$ cat src/ebct_pkg.sv
package ebct_pkg;
   localparam int unsigned EBCT_ADDR_W = 24;
   localparam int unsigned EBCT_CFG_W = 16;
   localparam int unsigned EBCT_NUM_WIN = 4;
   // field positions, identical in all five configuration words
   localparam int unsigned EBCT_WS_LSB = 0;
   localparam int unsigned EBCT_WS_MSB = 3;
   localparam int unsigned EBCT_CMD_DLY_BIT = 4;
   localparam int unsigned EBCT_EARLY_WR_BIT = 8;
   localparam int unsigned EBCT_WIN_ACT_BIT = 10;
   localparam int unsigned EBCT_RDY_EN_BIT = 12;
   localparam logic [15:0] EBCT_CFG_RST = 16'h0000;
   localparam logic [3:0] EBCT_WS_MAX = 4'hf;
   // one cpu clock is two clk cycles, each clk cycle is one half-clock phase
   localparam logic [4:0] EBCT_PHASES_PER_WS = 5'h02;
   localparam logic [4:0] EBCT_FIXED_PHASES = 5'h01;

   typedef enum logic [8:0] {
      EBCT_ST_IDLE = 9'h001,
      EBCT_ST_ALE_A = 9'h002,
      EBCT_ST_ALE_B = 9'h004,
      EBCT_ST_CMD = 9'h008,
      EBCT_ST_RDY_A = 9'h010,
      EBCT_ST_RDY_B = 9'h020,
      EBCT_ST_SYNC_A = 9'h040,
      EBCT_ST_FIN = 9'h080,
      EBCT_ST_SPARE = 9'h100
   } ebct_state_t;
endpackage

$ cat src/ebct_ready_sync.sv
`timescale 1ns/100ps
module ebct_ready_sync (
   input wire logic clk,
   input wire logic rst_b,
   input wire logic pin_in,
   output logic level_out
);
   logic s1_reg;
   logic s2_reg;
   logic s3_reg;
   // a change counts only once the second and third stages agree
   always_ff @(posedge clk or negedge rst_b) begin
      if (!rst_b) begin
         s1_reg <= 1'b1;
         s2_reg <= 1'b1;
         s3_reg <= 1'b1;
         level_out <= 1'b1;
      end else begin
         s1_reg <= pin_in;
         s2_reg <= s1_reg;
         s3_reg <= s2_reg;
         if (s2_reg == s3_reg) begin
            level_out <= s3_reg;
         end
      end
   end
endmodule // ebct_ready_sync

$ cat src/ebct_top.sv
`timescale 1ns/100ps
module ebct_top (
   input wire logic clk,
   input wire logic rst_b,
   input wire logic cyc_req,
   input wire logic [ebct_pkg::EBCT_ADDR_W-1:0] cyc_addr,
   input wire logic cyc_write,
   input wire logic [ebct_pkg::EBCT_NUM_WIN-1:0][ebct_pkg::EBCT_CFG_W-1:0] window_bus_config,
   input wire logic [ebct_pkg::EBCT_NUM_WIN-1:0][ebct_pkg::EBCT_ADDR_W-1:0] window_range_base,
   input wire logic [ebct_pkg::EBCT_NUM_WIN-1:0][ebct_pkg::EBCT_ADDR_W-1:0] window_range_mask,
   input wire logic [ebct_pkg::EBCT_CFG_W-1:0] boot_config_port,
   input wire logic default_cfg_wr,
   input wire logic [ebct_pkg::EBCT_CFG_W-1:0] default_cfg_wdata,
   input wire logic ready_b,
   output logic ale,
   output logic rd_b,
   output logic wr_b,
   output logic wdata_oe,
   output logic cyc_busy,
   output logic cyc_done,
   output logic [2:0] cyc_window,
   output logic [ebct_pkg::EBCT_CFG_W-1:0] default_bus_config
);
   import ebct_pkg::*;

   ////////////////////////////////////////////////////////////////////////////////
   // field helpers, shared by every configuration word

   function automatic logic [3:0] cfg_ws(input logic [EBCT_CFG_W-1:0] c);
      cfg_ws = c[EBCT_WS_MSB:EBCT_WS_LSB];
   endfunction

   function automatic logic cfg_bit(input logic [EBCT_CFG_W-1:0] c, input int unsigned pos);
      cfg_bit = c[pos];
   endfunction

   function automatic logic win_hit(input logic [EBCT_ADDR_W-1:0] a,
                                    input logic [EBCT_ADDR_W-1:0] base,
                                    input logic [EBCT_ADDR_W-1:0] mask,
                                    input logic [EBCT_CFG_W-1:0] c);
      win_hit = cfg_bit(c, EBCT_WIN_ACT_BIT) && ((a & mask) == (base & mask));
   endfunction

   ////////////////////////////////////////////////////////////////////////////////
   // ready pin conditioning

   logic ready_lvl;

   ebct_ready_sync u_ready_sync (
      .clk(clk),
      .rst_b(rst_b),
      .pin_in(ready_b),
      .level_out(ready_lvl)
   );

   // ready is active low; the far end holds it until the command rises
   wire ready_seen = !ready_lvl;

   ////////////////////////////////////////////////////////////////////////////////
   // default configuration word

   logic boot_done_reg;
   logic [EBCT_CFG_W-1:0] default_cfg_reg;

   // strap is caught by a clocked edge after reset release, never by the reset itself
   always_ff @(posedge clk or negedge rst_b) begin
      if (!rst_b) begin
         boot_done_reg <= 1'b0;
         default_cfg_reg <= EBCT_CFG_RST;
      end else if (!boot_done_reg) begin
         boot_done_reg <= 1'b1;
         default_cfg_reg <= boot_config_port;
      end else if (default_cfg_wr) begin
         default_cfg_reg <= default_cfg_wdata;
      end
   end

   ////////////////////////////////////////////////////////////////////////////////
   // window selection; lowest numbered hit wins if ranges overlap

   logic [EBCT_NUM_WIN-1:0] hit_vec;
   genvar gi;
   generate
      for (gi = 0; gi < EBCT_NUM_WIN; gi++) begin : g_hit
         assign hit_vec[gi] = win_hit(cyc_addr, window_range_base[gi],
                                      window_range_mask[gi], window_bus_config[gi]);
      end
   endgenerate

   wire [2:0] sel_win = hit_vec[0] ? 3'h1 :
                        hit_vec[1] ? 3'h2 :
                        hit_vec[2] ? 3'h3 :
                        hit_vec[3] ? 3'h4 : 3'h0;

   wire [EBCT_CFG_W-1:0] sel_cfg = hit_vec[0] ? window_bus_config[0] :
                                   hit_vec[1] ? window_bus_config[1] :
                                   hit_vec[2] ? window_bus_config[2] :
                                   hit_vec[3] ? window_bus_config[3] :
                                   default_cfg_reg;

   ////////////////////////////////////////////////////////////////////////////////
   // per-cycle settings latched at request time

   ebct_state_t state_reg;
   ebct_state_t state_next;
   logic [4:0] cnt_reg;
   logic [4:0] cnt_next;
   logic write_reg;
   logic dly_reg;
   logic early_reg;
   logic rdy_en_reg;
   logic rdy_async_reg;
   logic [4:0] cmd_len_reg;
   logic [2:0] win_reg;

   wire [3:0] sel_ws = cfg_ws(sel_cfg);
   wire sel_rdy_en = cfg_bit(sel_cfg, EBCT_RDY_EN_BIT);
   // ready mode: low three bits count waitstates, msb picks ready type
   // fixed mode: fifteen minus the field
   wire [3:0] sel_nws = sel_rdy_en ? {1'b0, sel_ws[2:0]} : (EBCT_WS_MAX - sel_ws);
   wire [4:0] sel_ws_ph = 5'(sel_nws) * EBCT_PHASES_PER_WS;
   // ready cycles spend their last fixed phase in the ready sampling states
   wire [4:0] sel_cmd_len = sel_rdy_en ? sel_ws_ph : 5'(sel_ws_ph + EBCT_FIXED_PHASES);

   wire take_req = (state_reg == EBCT_ST_IDLE) && cyc_req && boot_done_reg;

   always_ff @(posedge clk or negedge rst_b) begin
      if (!rst_b) begin
         write_reg <= 1'b0;
         dly_reg <= 1'b0;
         early_reg <= 1'b0;
         rdy_en_reg <= 1'b0;
         rdy_async_reg <= 1'b0;
         cmd_len_reg <= 5'h00;
         win_reg <= 3'h0;
      end else if (take_req) begin
         write_reg <= cyc_write;
         dly_reg <= !cfg_bit(sel_cfg, EBCT_CMD_DLY_BIT);
         early_reg <= cfg_bit(sel_cfg, EBCT_EARLY_WR_BIT);
         rdy_en_reg <= sel_rdy_en;
         rdy_async_reg <= sel_ws[3];
         cmd_len_reg <= sel_cmd_len;
         win_reg <= sel_win;
      end
   end

   ////////////////////////////////////////////////////////////////////////////////
   // cycle sequencer, one state step per half-clock phase

   wire cmd_last = (cnt_reg == 5'h01);
   wire after_cmd_rdy = rdy_en_reg;
   wire sync_hit = rdy_en_reg && !rdy_async_reg && ready_seen;
   wire async_hit = rdy_en_reg && rdy_async_reg && ready_seen;

   always_comb begin
      state_next = state_reg;
      cnt_next = cnt_reg;
      unique case (state_reg)
         EBCT_ST_IDLE: begin
            if (take_req) begin
               state_next = EBCT_ST_ALE_A;
            end
         end
         EBCT_ST_ALE_A: begin
            state_next = EBCT_ST_ALE_B;
         end
         EBCT_ST_ALE_B: begin
            cnt_next = cmd_len_reg;
            if (cmd_len_reg == 5'h00) begin
               state_next = EBCT_ST_RDY_A;
            end else begin
               state_next = EBCT_ST_CMD;
            end
         end
         EBCT_ST_CMD: begin
            cnt_next = 5'(cnt_reg - 5'h01);
            if (cmd_last) begin
               // ready is only watched once the waitstates are done
               state_next = after_cmd_rdy ? EBCT_ST_RDY_A : EBCT_ST_FIN;
            end
         end
         EBCT_ST_RDY_A: begin
            // synchronous ready: sample point in the first phase of a clock
            state_next = sync_hit ? EBCT_ST_FIN : EBCT_ST_RDY_B;
         end
         EBCT_ST_RDY_B: begin
            // asynchronous ready is sampled a phase earlier than the sync point
            // and pays one more phase, half a clock, for the synchroniser
            // no ready means loop here forever; only reset ends it
            state_next = async_hit ? EBCT_ST_SYNC_A : EBCT_ST_RDY_A;
         end
         EBCT_ST_SYNC_A: begin
            state_next = EBCT_ST_FIN;
         end
         EBCT_ST_FIN: begin
            state_next = EBCT_ST_IDLE;
         end
         default: begin
            state_next = EBCT_ST_IDLE;
         end
      endcase
   end

   always_ff @(posedge clk or negedge rst_b) begin
      if (!rst_b) begin
         state_reg <= EBCT_ST_IDLE;
         cnt_reg <= 5'h00;
      end else begin
         state_reg <= state_next;
         cnt_reg <= cnt_next;
      end
   end

   ////////////////////////////////////////////////////////////////////////////////
   // pin outputs, computed from the next state so each pin is a flop matching the state

   wire ale_next = (state_next == EBCT_ST_ALE_A) || (state_next == EBCT_ST_ALE_B);
   wire post_ale_next = (state_next == EBCT_ST_CMD) || (state_next == EBCT_ST_RDY_A) ||
                        (state_next == EBCT_ST_RDY_B) || (state_next == EBCT_ST_SYNC_A) ||
                        (state_next == EBCT_ST_FIN);
   wire first_ph_next = (state_reg == EBCT_ST_ALE_B);
   // the delay only holds off the falling edge; the end of the cycle does not move
   wire cmd_on_next = post_ale_next && !(dly_reg && first_ph_next);
   wire fin_next = (state_next == EBCT_ST_FIN);
   // early write: same activation, release one phase ahead of the standard end
   wire wr_on_next = write_reg && cmd_on_next && !(early_reg && fin_next);
   wire rd_on_next = !write_reg && cmd_on_next;
   wire oe_next = write_reg && post_ale_next && !(early_reg && fin_next);

   always_ff @(posedge clk or negedge rst_b) begin
      if (!rst_b) begin
         ale <= 1'b0;
         rd_b <= 1'b1;
         wr_b <= 1'b1;
         wdata_oe <= 1'b0;
         cyc_busy <= 1'b0;
         cyc_done <= 1'b0;
         cyc_window <= 3'h0;
      end else begin
         ale <= ale_next;
         rd_b <= !rd_on_next;
         wr_b <= !wr_on_next;
         wdata_oe <= oe_next;
         cyc_busy <= (state_next != EBCT_ST_IDLE);
         cyc_done <= fin_next;
         cyc_window <= take_req ? sel_win : win_reg;
      end
   end

   always_ff @(posedge clk or negedge rst_b) begin
      if (!rst_b) begin
         default_bus_config <= EBCT_CFG_RST;
      end else begin
         default_bus_config <= default_cfg_reg;
      end
   end
endmodule // ebct_top

$ cat config.mk
export PLATFORM = sky130hd
export DESIGN_NAME = ebct_top
export DESIGN_NICKNAME = d
export VERILOG_FILES = /design/src/ebct_pkg.sv /design/src/ebct_ready_sync.sv /design/src/ebct_top.sv
export SDC_FILE = /design/constraint.sdc
export NUM_CORES = 1
export LEC_CHECK = 0
export ABC_AREA = 0
export BUFFER_PORTS_ARGS = -buffer_cell sky130_fd_sc_hd__buf_2
export CORE_AREA = 5 5 130 156
export DETAILED_ROUTE_END_ITERATION = 16
export DIE_AREA = 0 0 135 161
export PLACE_DENSITY_LB_ADDON = 0.2
export SLEW_MARGIN = 10
export SYNTH_ARGS = -nofsm -noshare
export SYNTH_HDL_FRONTEND = slang
export SYNTH_HIERARCHICAL = 1
export SYNTH_SLANG_ARGS = --single-unit
$ cat constraint.sdc
create_clock -name clk -period 3.6 [get_ports clk]
set_input_delay 0.54 -clock clk [delete_from_list [all_inputs] [get_ports clk]]
set_output_delay 0.54 -clock clk [all_outputs]
set_load 0.1 [all_outputs]
* After elaboration in Yosys (flattened, before gate mapping)
Cells that the tools add are included.
** Word-level totals
- Register bits after elaboration :: 70
- Input bits :: 318
- Output and inout bits :: 25
- Word-level logic and storage cells :: 109
** Operators by class
- $add $sub $neg :: 3
- Equal/unequal tests :: 22
- Muxes and demuxes :: 21
- Bitwise operators :: 8
- Reduce and logical (&&, ||, !) cells :: 33
** Operators with widths (number)
- 24-bit bitwise AND :: 8
- 24-bit equality test :: 4
- 9-bit one-hot mux with 7 select lines :: 1
- 13-bit two-way mux :: 4
- 16-bit two-way mux :: 2
- 9-bit by 2-bit equality test with 1-bit output (second input constant) :: 2
- 9-bit by 3-bit equality test with 1-bit output (second input constant) :: 2
- 9-bit by 4-bit equality test with 1-bit output (second input constant) :: 2
- 9-bit by 5-bit equality test with 1-bit output (second input constant) :: 2
- 9-bit by 6-bit equality test with 1-bit output (second input constant) :: 2
- 9-bit by 7-bit equality test with 1-bit output (second input constant) :: 2
- 1-bit logical AND :: 18
- 9-bit two-way mux :: 2
- 8-bit two-way mux :: 2
- 3-bit two-way mux :: 5
- 5-bit two-way mux :: 2
- 5-bit one-hot mux with 2 select lines :: 1
- 9-bit by 1-bit equality test with 1-bit output (second input constant) :: 1
- 9-bit by 8-bit equality test with 1-bit output (second input constant) :: 1
- 9-bit by 1-bit != test with 1-bit output (second input constant) :: 1
- 1-bit logical NOT :: 8
- 7-bit two-way mux :: 1
- 5-bit by 1-bit adder with 5-bit output (second input constant) :: 1
- 5-bit by 1-bit equality test with 1-bit output (second input constant) :: 1
- other kinds (8) :: 12

* Longest topological paths before layout
Gate-level depths: netlist of the first run.
- Depth after elaboration :: 14
- Gate-level depth with buffers :: 10
- Gate-level depth less buffers :: 9

* Cells and area by module
Netlist of the first run, hierarchy kept.
** Modules (own cells, without submodules)
- ebct_top :: times used 1, cells an instance 470, area each 4435.5 sq um, seq. area each 1655.3 sq um
- ebct_ready_sync :: times used 1, cells an instance 5, area each 116.4 sq um, seq. area each 105.1 sq um

* Worst setup path after synthesis of the first run
Ideal clock, no wire load.
- Kind :: input-to-reg
- Start :: input cyc_addr[16] in the netlist's numbering
- End :: register cmd_len_reg[2]
- Library setup time :: 0.069 ns
- Data arrival time :: 2.517 ns
- Required time :: 3.531 ns
- Path slack :: 1.014 ns
- Stages :: 9
- Buffers on the path :: 0
- Path through :: xor2_1 > a22oi_2 > nand4_2 > nor4_4 > mux2_4 > mux2i_2 > o21ai_4 > or3_1 > nand3_1
** On the way
- Longest elaborated chain between the ends :: 11
- Elaborated cells on any way between the ends :: 20
- Classes of those cells :: add/sub: 2; eq/ne: 4; mux: 6; bitwise: 4; reduce/logical: 4
** RTL lines
- start, declared :: line ebct_top.sv:6 : input wire logic [ebct_pkg::EBCT_ADDR_W-1:0] cyc_addr,
- 24-bit bitwise AND :: line ebct_top.sv:41 : win_hit = cfg_bit(c, EBCT_WIN_ACT_BIT) && ((a & mask) == (base & mask));
- 24-bit equality test :: line ebct_top.sv:41
- 1-bit logical AND :: line ebct_top.sv:41
- 13-bit two-way mux :: line ebct_top.sv:98 : hit_vec[3] ? window_bus_config[3] :
- 13-bit two-way mux :: line ebct_top.sv:97 : hit_vec[2] ? window_bus_config[2] :
- 13-bit two-way mux :: line ebct_top.sv:96 : hit_vec[1] ? window_bus_config[1] :
- 13-bit two-way mux * :: line ebct_top.sv:95 : wire [EBCT_CFG_W-1:0] sel_cfg = hit_vec[0] ? window_bus_config[0] :
- 4-bit subtractor :: line ebct_top.sv:120 : wire [3:0] sel_nws = sel_rdy_en ? {1'b0, sel_ws[2:0]} : (EBCT_WS_MAX - sel_ws);
- 4-bit two-way mux :: line ebct_top.sv:120
- 5-bit by 1-bit adder with 5-bit output :: line ebct_top.sv:123 : wire [4:0] sel_cmd_len = sel_rdy_en ? sel_ws_ph : 5'(sel_ws_ph + EBCT_FIXED_PHASES);
- 5-bit two-way mux * :: line ebct_top.sv:123
- end signal, assigned :: line ebct_top.sv:142 : cmd_len_reg <= sel_cmd_len;
- end, declared :: line ebct_top.sv:113 : logic [4:0] cmd_len_reg;
Mark *: on every way between the ends. The rest lies on a longest branch, timed or not.
A chain may end at the register's enable or synchronous reset.

* Worst setup path after layout of the first run
- Start :: input cyc_addr[22] in the netlist's numbering
- End :: register cmd_len_reg[2]
Same word-level chain as after synthesis.

==> impl_metrics.json, run 1 <==
{
  "dp_hpwl_um": 19300,
  "ctsResizeCount": 0,
  "portBuffers": 310,
  "finalSetupViolCount": 0,
  "cts.path.max_buffers": 2,
  "tritoncts": "built",
  "place_congestion": 0.949,
  "vias": 4910,
  "place_area_um2": 6450,
  "place_ws_ns": 0.533,
  "fp.coreArea_um2": 18600,
  "grt_pass1_wl_um": 31100,
  "min_path_cells": 1,
  "rows": 55,
  "cts_hold_repair.buffers": 0,
  "cp_max_fo": 4,
  "slew_headroom": 0.326,
  "hold_path_class": "input port to register",
  "peakVddDrop_uv": 255,
  "fin_ws_ns": 0.855,
  "utilization": 0.364,
  "combinationalPowerShare": 0.273,
  "grt_pass1_vias": 5122,
  "rsz0062_at_grt": "no",
  "fin_worst_skew_ns": 0.00825,
  "final.period_utilization": 0.763,
  "routed.top_layer": "met5",
  "p_switching_mw": 0.821,
  "period_needed_ns": 2.75,
  "r2r_start": "state_reg[5]",
  "final_antenna_net_count": 0,
  "slew_viol_final": 0,
  "synth_ff_type": "dfrtp_1",
  "required_ns": 3.87,
  "post_drt_wl_per_cell_um": 20.7,
  "cts.reportedPaths.clkPinSlew_ns": 0.06,
  "r2r_slack_ns": 1.13,
  "grt_max_degree": 47,
  "whs_ns": 0.327,
  "stdcell_count": 1062,
  "die_area_um2": 21700,
  "r2r_cells": 8,
  "drive_gt1_frac": 0.450,
  "ys_ff_latch": 70,
  "dieHeight_um": 161,
  "antenna_found_initial": 16,
  "clkLatencyLatePin_ns": 0.33,
  "synthCells": 475,
  "via_per_inst": 4.62,
  "power.density_nw_per_um2": 379,
  "wl_met2_um": 11300,
  "min_to": "u_ready_sync/s1_reg",
  "syn_to_final_growth_pct": 49.1,
  "grtUsageTotal": 0.195,
  "synth_edf_count": 0,
  "clkPwrFrac": 0.371,
  "cts_buffers": 9,
  "drtIter0Drc": 234,
  "nets": 1113,
  "leakage_nw": 3.40,
  "ys_types": 56,
  "final-hold-violation-count": 0,
  "intPower_mw": 1.75,
  "r2r_end": "early_reg",
  "design_area_um2": 6790,
  "drc": 0,
  "max_freq_mhz": 364,
  "drt-total-wl_um": 21900,
  "worst_pin_slew_ns": 1.01,
  "setup_tns_ns": 0,
  "async_flop_share": 1.00,
  "status": "finished clean",
  "worst-endpoint-arrival_ns": 3.01,
  "syn_avg_cell_area_um2": 9.58,
  "syn_area_um2": 4550,
  "dp.cells": 1038,
  "first_pass_iters": 5,
  "cts_root_buf": "clkbuf_16",
  "postCtsSetupBuffers": 0,
  "routed-wl-met3_um": 1860,
  "start_util": 0.244,
  "synth_nets": 795,
  "holdCritStartpoint": "ready_b",
  "htreeDepth": 3,
  "yosysSeqAreaShare": 0.387,
  "drv_cap": 0,
  "start_kind": "input port",
  "globalRouteOverflowTotal": 0,
  "die_w_um": 135,
  "netSwitchingFraction": 0.319,
  "cts.sinks": 70,
  "ios": 343,
  "wl_met1_um": 8030,
  "power_mw": 2.57,
  "ys_warn_count": 6,
  "criticalPathCategory": "input port to register",
  "pwr-share-seq": 0.356,
  "critPathCaptureType": "register"
}
## worst max-delay path, stage by stage
cell and delay, ns:
buf_2 0.17, xor2_1 0.19, a22oi_1 0.28, nand2_1 0.10, nor4_2 0.57, mux2_2 0.41
mux2i_1 0.25, nor2_1 0.06, or3_1 0.34, nand3_1 0.09
## how the worst max path moves through the flow
stage,startpoint,end,slack [ns],depth (start not counted)
final,cyc_addr[22],cmd_len_reg[2],0.85,10
after global placement,cyc_addr[22],cmd_len_reg[2],0.54,10
after global routing,cyc_addr[22],cmd_len_reg[2],0.68,10
after CTS,cyc_addr[22],cmd_len_reg[2],0.88,10
after floorplan,cyc_addr[16],cmd_len_reg[2],1.01,9
after detailed placement,cyc_addr[22],cmd_len_reg[2],0.53,10
## layer usage
layer | GRT usage | up-vias
li1 | - | 2373
met1 | 0.215 | 2262
met2 | 0.344 | 229
met3 | 0.0660 | 38
met4 | 0.0742 | 8
met5 | 0 | -
## final cells by class
cell class	instances	area, um2
clock inverter	7	96.3
antenna	8	20.0
multi-input combinational	388	2730
clock buffer	9	225
sequential	70	1760
tap	256	320
fill	2062	11900
inverter	6	22.5
timing repair buffer	318	1610
## placed cells by master, fill, tap and decap left out, types with 2 or more instances in the layout
| cell type | n |
|---|---|
| buf_2 | 310 |
| xor2_1 | 98 |
| dfrtp_1 | 63 |
| a22oi_1 | 49 |
| nand2_1 | 45 |
| nor2_1 | 41 |
| mux2i_1 | 24 |
| a21oi_1 | 22 |
| nand4_1 | 17 |
| o21ai_0 | 13 |
| clkbuf_16 | 9 |
| diode_2 | 8 |
| buf_4 | 8 |
| dfstp_2 | 7 |
| inv_1 | 6 |
| nor2b_1 | 5 |
| o21a_1 | 5 |
| nand3_1 | 5 |
| nor3_1 | 4 |
| mux2_2 | 4 |
| o21ai_1 | 4 |
| nand2b_1 | 3 |
| nor4_2 | 3 |
| nor4_1 | 2 |
| nor3b_1 | 2 |
| o32ai_1 | 2 |
| nand4b_1 | 2 |
| a22o_1 | 2 |
| a221oi_1 | 2 |
| a22oi_2 | 2 |
| o221a_2 | 2 |
| a21o_1 | 2 |
| ha_1 | 2 |
| conb_1 | 2 |
| bufinv_16 | 2 |
| inv_6 | 2 |
| clkinv_2 | 2 |
## cells by family (layout without fill, tap and decap cells)
group,Yosys count,after routing,share of synthesized area
adder cells (fa/ha/maj),3,3,0.00797
AO/OA/AOI/OAI,114,114,0.175
buffers and inverters,17,340,0.0143
XOR/XNOR,99,99,0.190
multiplexers,30,30,0.0690
flip-flops,70,70,0.387
other,2,10,0.00165
AND/OR/NAND/NOR,140,140,0.154
## power by group through the flow
stage               logic [mW]  clock network (mW)  registers [mW]
CTS                      0.713               0.974           0.916
global route             0.768                1.01           0.926
finish                   0.702               0.956           0.916
global placement         0.706                   0           0.929
detailed placement       0.711                   0           0.929
floorplan                0.261                   0            1.05
## synthesized netlist by cell type, drive strengths merged (6+ instances only)
| cell | number | area share |
|---|---|---|
| nor4 | 6 | 0.014 |
| xor2 | 98 | 0.19 |
| inv | 6 | 0.0049 |
| o21ai | 18 | 0.022 |
| dfstp | 7 | 0.040 |
| mux2i | 25 | 0.056 |
| a21oi | 22 | 0.024 |
| dfrtp | 63 | 0.35 |
| nor2 | 41 | 0.034 |
| clkbuf | 10 | 0.0082 |
| nand2 | 45 | 0.037 |
| a22oi | 51 | 0.086 |
| nand4 | 18 | 0.026 |
No activity file was read; power rests on OpenSTA's default activity.
==> inputs of run 2 (changes only) <==
--- a/config.mk
+++ b/config.mk
@@ -5,11 +5,11 @@
 export SDC_FILE = /design/constraint.sdc
 export NUM_CORES = 1
 export LEC_CHECK = 0
-export ABC_AREA = 0
+export ABC_AREA = 1
 export BUFFER_PORTS_ARGS = -buffer_cell sky130_fd_sc_hd__buf_2
-export CORE_AREA = 5 5 130 156
+export CORE_AREA = 5 5 142 171
 export DETAILED_ROUTE_END_ITERATION = 16
-export DIE_AREA = 0 0 135 161
+export DIE_AREA = 0 0 147 176
 export PLACE_DENSITY_LB_ADDON = 0.2
 export SLEW_MARGIN = 10
 export SYNTH_ARGS = -nofsm -noshare
==> constraint.sdc (replaced) <==
create_clock -name clk -period 2.4 [get_ports clk]
set_input_delay 0.36 -clock clk [delete_from_list [all_inputs] [get_ports clk]]
set_output_delay 0.36 -clock clk [all_outputs]
set_load 0.1 [all_outputs]
==> run 2 against run 1 <==
Critical path depth shrank 1; synthesized area grew 20%; sequential share of layout area shrank 3.5 points; critical path type is now register to register; clock-buffer cell count grew 2; combinational power grew 70%; non-clock buffer count grew 19.
==> impl_metrics.json, run 2 <==
{
  "power.density_nw_per_um2": 489,
  "yosysSeqAreaShare": 0.322,
  "htreeDepth": 3,
  "start_kind": "register",
  "worst-endpoint-arrival_ns": 2.25,
  "ctsResizeCount": 0,
  "setup_tns_ns": 0,
  "die_w_um": 147,
  "async_flop_share": 1.00,
  "yosys-top-cells-count": "nand2_1 (264), nand3_1 (119), inv_1 (117), nor2_1 (103), dfrtp_1 (63)",
  "status": "finished clean",
  "finalSetupViolCount": 0,
  "final.period_utilization": 0.831,
  "rows": 60,
  "cts.path.max_buffers": 2,
  "postCtsSetupBuffers": 0,
  "cp_common_cell": "nor2_1",
  "period_needed_ns": 1.99,
  "critPathCaptureType": "register",
  "dp.cells": 1478,
  "hold_path_class": "input port to async pin",
  "ys_types": 43,
  "synth_edf_count": 0,
  "criticalPathCategory": "register to register",
  "first_pass_iters": 4,
  "drv_cap": 0,
  "drc": 0,
  "final_common_cell": "buf_2",
  "slew_viol_final": 0,
  "tritoncts": "built",
  "fp.coreArea_um2": 22300,
  "start_util": 0.245,
  "final_antenna_net_count": 0,
  "vias": 6624,
  "max_stage_delay_ns": 0.39,
  "synth_most_common_cell": "nand2_1",
  "rsz0062_at_grt": "no",
  "final-hold-violation-count": 0,
  "r2r_slack_ns": 0.41,
  "ios": 343,
  "cts.reportedPaths.clkPinSlew_ns": 0.05,
  "grt_pass1_vias": 6505,
  "syn_area_um2": 5470,
  "max_freq_mhz": 501,
  "portBuffers": 310,
  "synth.largest_area_cell": "dfrtp_1",
  "slew_headroom": 0.544,
  "post_drt_wl_per_cell_um": 15.7,
  "stdcell_count": 1502,
  "place_congestion": 0.893,
  "place_ws_ns": 0.0744,
  "layout_common_cells": "buf_2 (310), nand2_1 (264), nand3_1 (119)",
  "cp_max_fo": 8,
  "drtIter0Drc": 288,
  "grtUsageTotal": 0.178,
  "synth_nets": 1197,
  "ys_warn_count": 6,
  "clkLatencyLatePin_ns": 0.33,
  "leakage_nw": 4.45,
  "synth_ff_type": "dfrtp_1",
  "grt_pass1_wl_um": 35000,
  "fin_ws_ns": 0.405,
  "syn_to_final_growth_pct": 43.4,
  "synthCells": 877,
  "critPathTopFamily": "simple AND/OR/NAND/NOR gates",
  "drive_gt1_frac": 0.328,
  "ys_ff_latch": 70,
  "die_area_um2": 25900,
  "cts_hold_repair.buffers": 0,
  "globalRouteOverflowTotal": 0,
  "fin_worst_skew_ns": 0.00560,
  "via_per_inst": 4.41,
  "nets": 1530,
  "grt_max_degree": 29,
  "whs_ns": 0.0686,
  "cts_root_buf": "clkbuf_16",
  "syn_avg_cell_area_um2": 6.23,
  "dieHeight_um": 176,
  "cts.sinks": 70,
  "synth_top_area_frac": 0.288,
  "n_fill_cell": 2459,
  "crit_chain": "nor2_1 -> nand2_1 -> nor2_4 -> inv_1 -> o221ai_1 -> or2_2 -> nor3_2 -> nor2_1 -> o21ai_1",
  "crit_buf_inv": 1,
  "utilization": 0.352,
  "drt-total-wl_um": 23500,
  "antenna_found_initial": 14,
  "slowest_stage": "dfrtp_1",
  "peakVddDrop_uv": 295,
  "worst_pin_slew_ns": 0.684,
  "cts_buffers": 9,
  "ys_top_cells_by_area": "dfrtp_1 (29%), nand2_1 (18%), nand3_1 (11%)",
  "required_ns": 2.65,
  "dp_hpwl_um": 21100
}
run 2: through the flow:
stage	area (um2)	total power [mW]
2_1_floorplan	5470	2.08
3_3_place_gp	7530	2.58
3_5_place_dp	7530	2.59
4_1_cts	7820	3.90
5_1_grt	7820	4.08
6_report	7840	3.84
run 2: report_power, final:
part	switching, mW	internal (mW)	leakage [nW]
clock	0.474	0.805	0.140
sequential	0.0656	1.30	0.869
combinational	0.760	0.427	3.44
total	1.30	2.54	4.45
run 2: area by class of cell:
type	instances	area, um2	share of cell area
Multi-Input combinational cell	664	3150	0.401
Timing Repair Buffer	337	1790	0.229
Sequential cell	70	1760	0.225
Inverter	128	480	0.0613
Tap cell	279	349	0.0445
Clock buffer	11	233	0.0297
Clock inverter	5	60.1	0.00766
Antenna cell	8	20.0	0.00255
run 2: final timing paths:
path                            depth (start not counted)           startpoint             endpoint
min in group clk                                        1              ready_b  u_ready_sync/s1_reg
worst min-delay path                                    1                rst_b           cnt_reg[2]
worst max-delay path                                    9         state_reg[7]                 wr_b
worst max register to register                          9         state_reg[7]                 wr_b
max in group asynchronous                               2                rst_b  u_ready_sync/s3_reg
worst min register to register                          0  u_ready_sync/s1_reg  u_ready_sync/s2_reg
run 2: cell families (layout without fill, tap and decap cells):
kind of cell | Yosys count | after routing | synth area share
simple gates | 570 | 570 | 0.468
buf+inv | 143 | 481 | 0.103
compound gates | 86 | 86 | 0.0954
flops | 70 | 70 | 0.322
xor+xnor | 4 | 4 | 0.00641
fa+ha+maj | 2 | 2 | 0.00458
other cells | 2 | 10 | 0.00137
run 2: layer usage:
metal / vias to the layer above / part of all wire / GRT usage / wire [um]
met4: 10 / 0.029 / 0.0625 / 675
met5: - / 0.0027 / 0 / 63
met2: 236 / 0.50 / 0.313 / 11700
met3: 44 / 0.094 / 0.0508 / 2200
li1: 3470 / - / - / -
met1: 2864 / 0.38 / 0.205 / 8920
==> inputs of run 3 (changes only) <==
==> constraint.sdc (replaced) <==
create_clock -name clk -period 1.8 [get_ports clk]
set_input_delay 0.27 -clock clk [delete_from_list [all_inputs] [get_ports clk]]
set_output_delay 0.27 -clock clk [all_outputs]
set_load 0.1 [all_outputs]
==> run 3 against run 2 <==
Clock-buffer cell count is 1 lower; global-route usage is 0.52 points higher; first-iteration DRC count is 11% higher; non-clock buffer count is 33 higher; sequential cell count stayed put; wire length is 5.0% higher; critical path type unchanged; highest routed layer unchanged.
==> impl_metrics.json, run 3 (synthesis results as in run 2) <==
{
  "wl_met1_um": 9620,
  "die_area_um2": 25900,
  "dp.cells": 1506,
  "worst-endpoint-arrival_ns": 1.96,
  "max_freq_mhz": 589,
  "post_drt_wl_per_cell_um": 16.1,
  "cts.path.max_buffers": 2,
  "final.period_utilization": 0.943,
  "grt_pass1_wl_um": 36400,
  "cp_common_cell": "nand2_1",
  "r2r_end": "wr_b",
  "portBuffers": 310,
  "worst_pin_slew_ns": 0.515,
  "min_to": "u_ready_sync/s1_reg",
  "cts_root_buf": "clkbuf_16",
  "cts.reportedPaths.clkPinSlew_ns": 0.06,
  "place_congestion": 0.881,
  "final_antenna_net_count": 0,
  "final_common_cell": "buf_2",
  "status": "finished clean",
  "syn_to_final_growth_pct": 52.9,
  "fp.coreArea_um2": 22300,
  "first_pass_iters": 5,
  "slew_viol_final": 0,
  "utilization": 0.375,
  "dp_hpwl_um": 21600,
  "critPathTopFamily": "simple AND/OR/NAND/NOR gates",
  "cts.sinks": 70,
  "power.density_nw_per_um2": 639,
  "routed.top_layer": "met5",
  "r2r_cells": 10,
  "fin_ws_ns": 0.103,
  "rsz0062_at_grt": "yes",
  "start_util": 0.245,
  "htreeDepth": 3,
  "ios": 343,
  "via_per_inst": 4.45,
  "die_w_um": 147,
  "layout_common_cells": "buf_2 (299), nand2_1 (252), inv_1 (114)",
  "nets": 1563,
  "tritoncts": "built",
  "setup_tns_ns": 0,
  "start_kind": "register",
  "place_ws_ns": -0.483,
  "crit_buf_inv": 2,
  "fin_worst_skew_ns": 0.00547,
  "r2r_slack_ns": 0.10,
  "drt-total-wl_um": 24700,
  "cp.depth": 10,
  "crit_chain": "inv_2 -> nand2_1 -> nor4_2 -> buf_4 -> nand2_1 -> and3_4 -> o21ai_2 -> nor3_4 -> nor2_2 -> o21ai_1",
  "stdcell_count": 1533,
  "grt_pass1_vias": 6768,
  "critPathCaptureType": "register",
  "hold_path_class": "input port to register",
  "cts_buffers": 9,
  "peakVddDrop_uv": 397,
  "drv_cap": 0,
  "antenna_found_initial": 15,
  "slew_headroom": 0.659,
  "drtIter0Drc": 320,
  "place_area_um2": 7710,
  "period_needed_ns": 1.70,
  "dieHeight_um": 176,
  "whs_ns": 0.0327,
  "grt_max_degree": 71,
  "required_ns": 2.06,
  "max_stage_delay_ns": 0.46,
  "slowest_stage": "dfrtp_1",
  "final-hold-violation-count": 0,
  "design_area_um2": 8360,
  "criticalPathCategory": "register to register",
  "cp_max_fo": 5,
  "vias": 6828,
  "holdCritStartpoint": "ready_b",
  "grtUsageTotal": 0.183,
  "r2r_start": "state_reg[8]",
  "rows": 60,
  "drive_gt1_frac": 0.389,
  "min_path_cells": 1,
  "drc": 0,
  "finalSetupViolCount": 0,
  "wl_met2_um": 12100,
  "globalRouteOverflowTotal": 0,
  "leakage_nw": 4.68,
  "routed-wl-met3_um": 2140,
  "clkLatencyLatePin_ns": 0.33,
  "power_mw": 5.34
}
run 3: worst max-delay path by stage:
stage                  from              to  slack, ns
6_report       state_reg[8]            wr_b       0.10
5_1_grt        cyc_addr[23]  cmd_len_reg[3]      -0.03
4_1_cts        state_reg[8]            wr_b      0.007
3_5_place_dp    cyc_addr[1]  cmd_len_reg[2]      -0.48
3_3_place_gp    cyc_addr[1]  cmd_len_reg[1]      -0.45
2_1_floorplan  cyc_addr[20]   after_cmd_rdy       0.09
run 3: what timing repair did:
action | 4_1_cts | 5_1_grt
hold endpoints to repair | 63 | 0
endpoints found under the setup margin | 9 | 16
buffers inserted | 1 | 5
pin swaps | 3 | 41
resized for setup | 6 | 88
hold buffers | 1 | 0
gates cloned | 0 | 0
run 3: power breakdown:
part,internal (mW),switching [mW]
Sequential,1.74,0.102
Clock,1.12,0.691
Combinational,0.621,1.07
run 3: metal layers:
layer | global-route usage | up-vias
met5 | 0 | -
met4 | 0.0629 | 14
met3 | 0.0570 | 49
met2 | 0.321 | 250
met1 | 0.210 | 2982
li1 | - | 3533
run 3: cell type report:
cell class,instances,area (um2)
sequential,70,1760
inverter,128,480
multi-input combinational,664,3390
timing repair buffer,370,2060
fill,2416,13900
tap,279,349
clock inverter,6,68.8
clock buffer,10,239
antenna,6,15.0
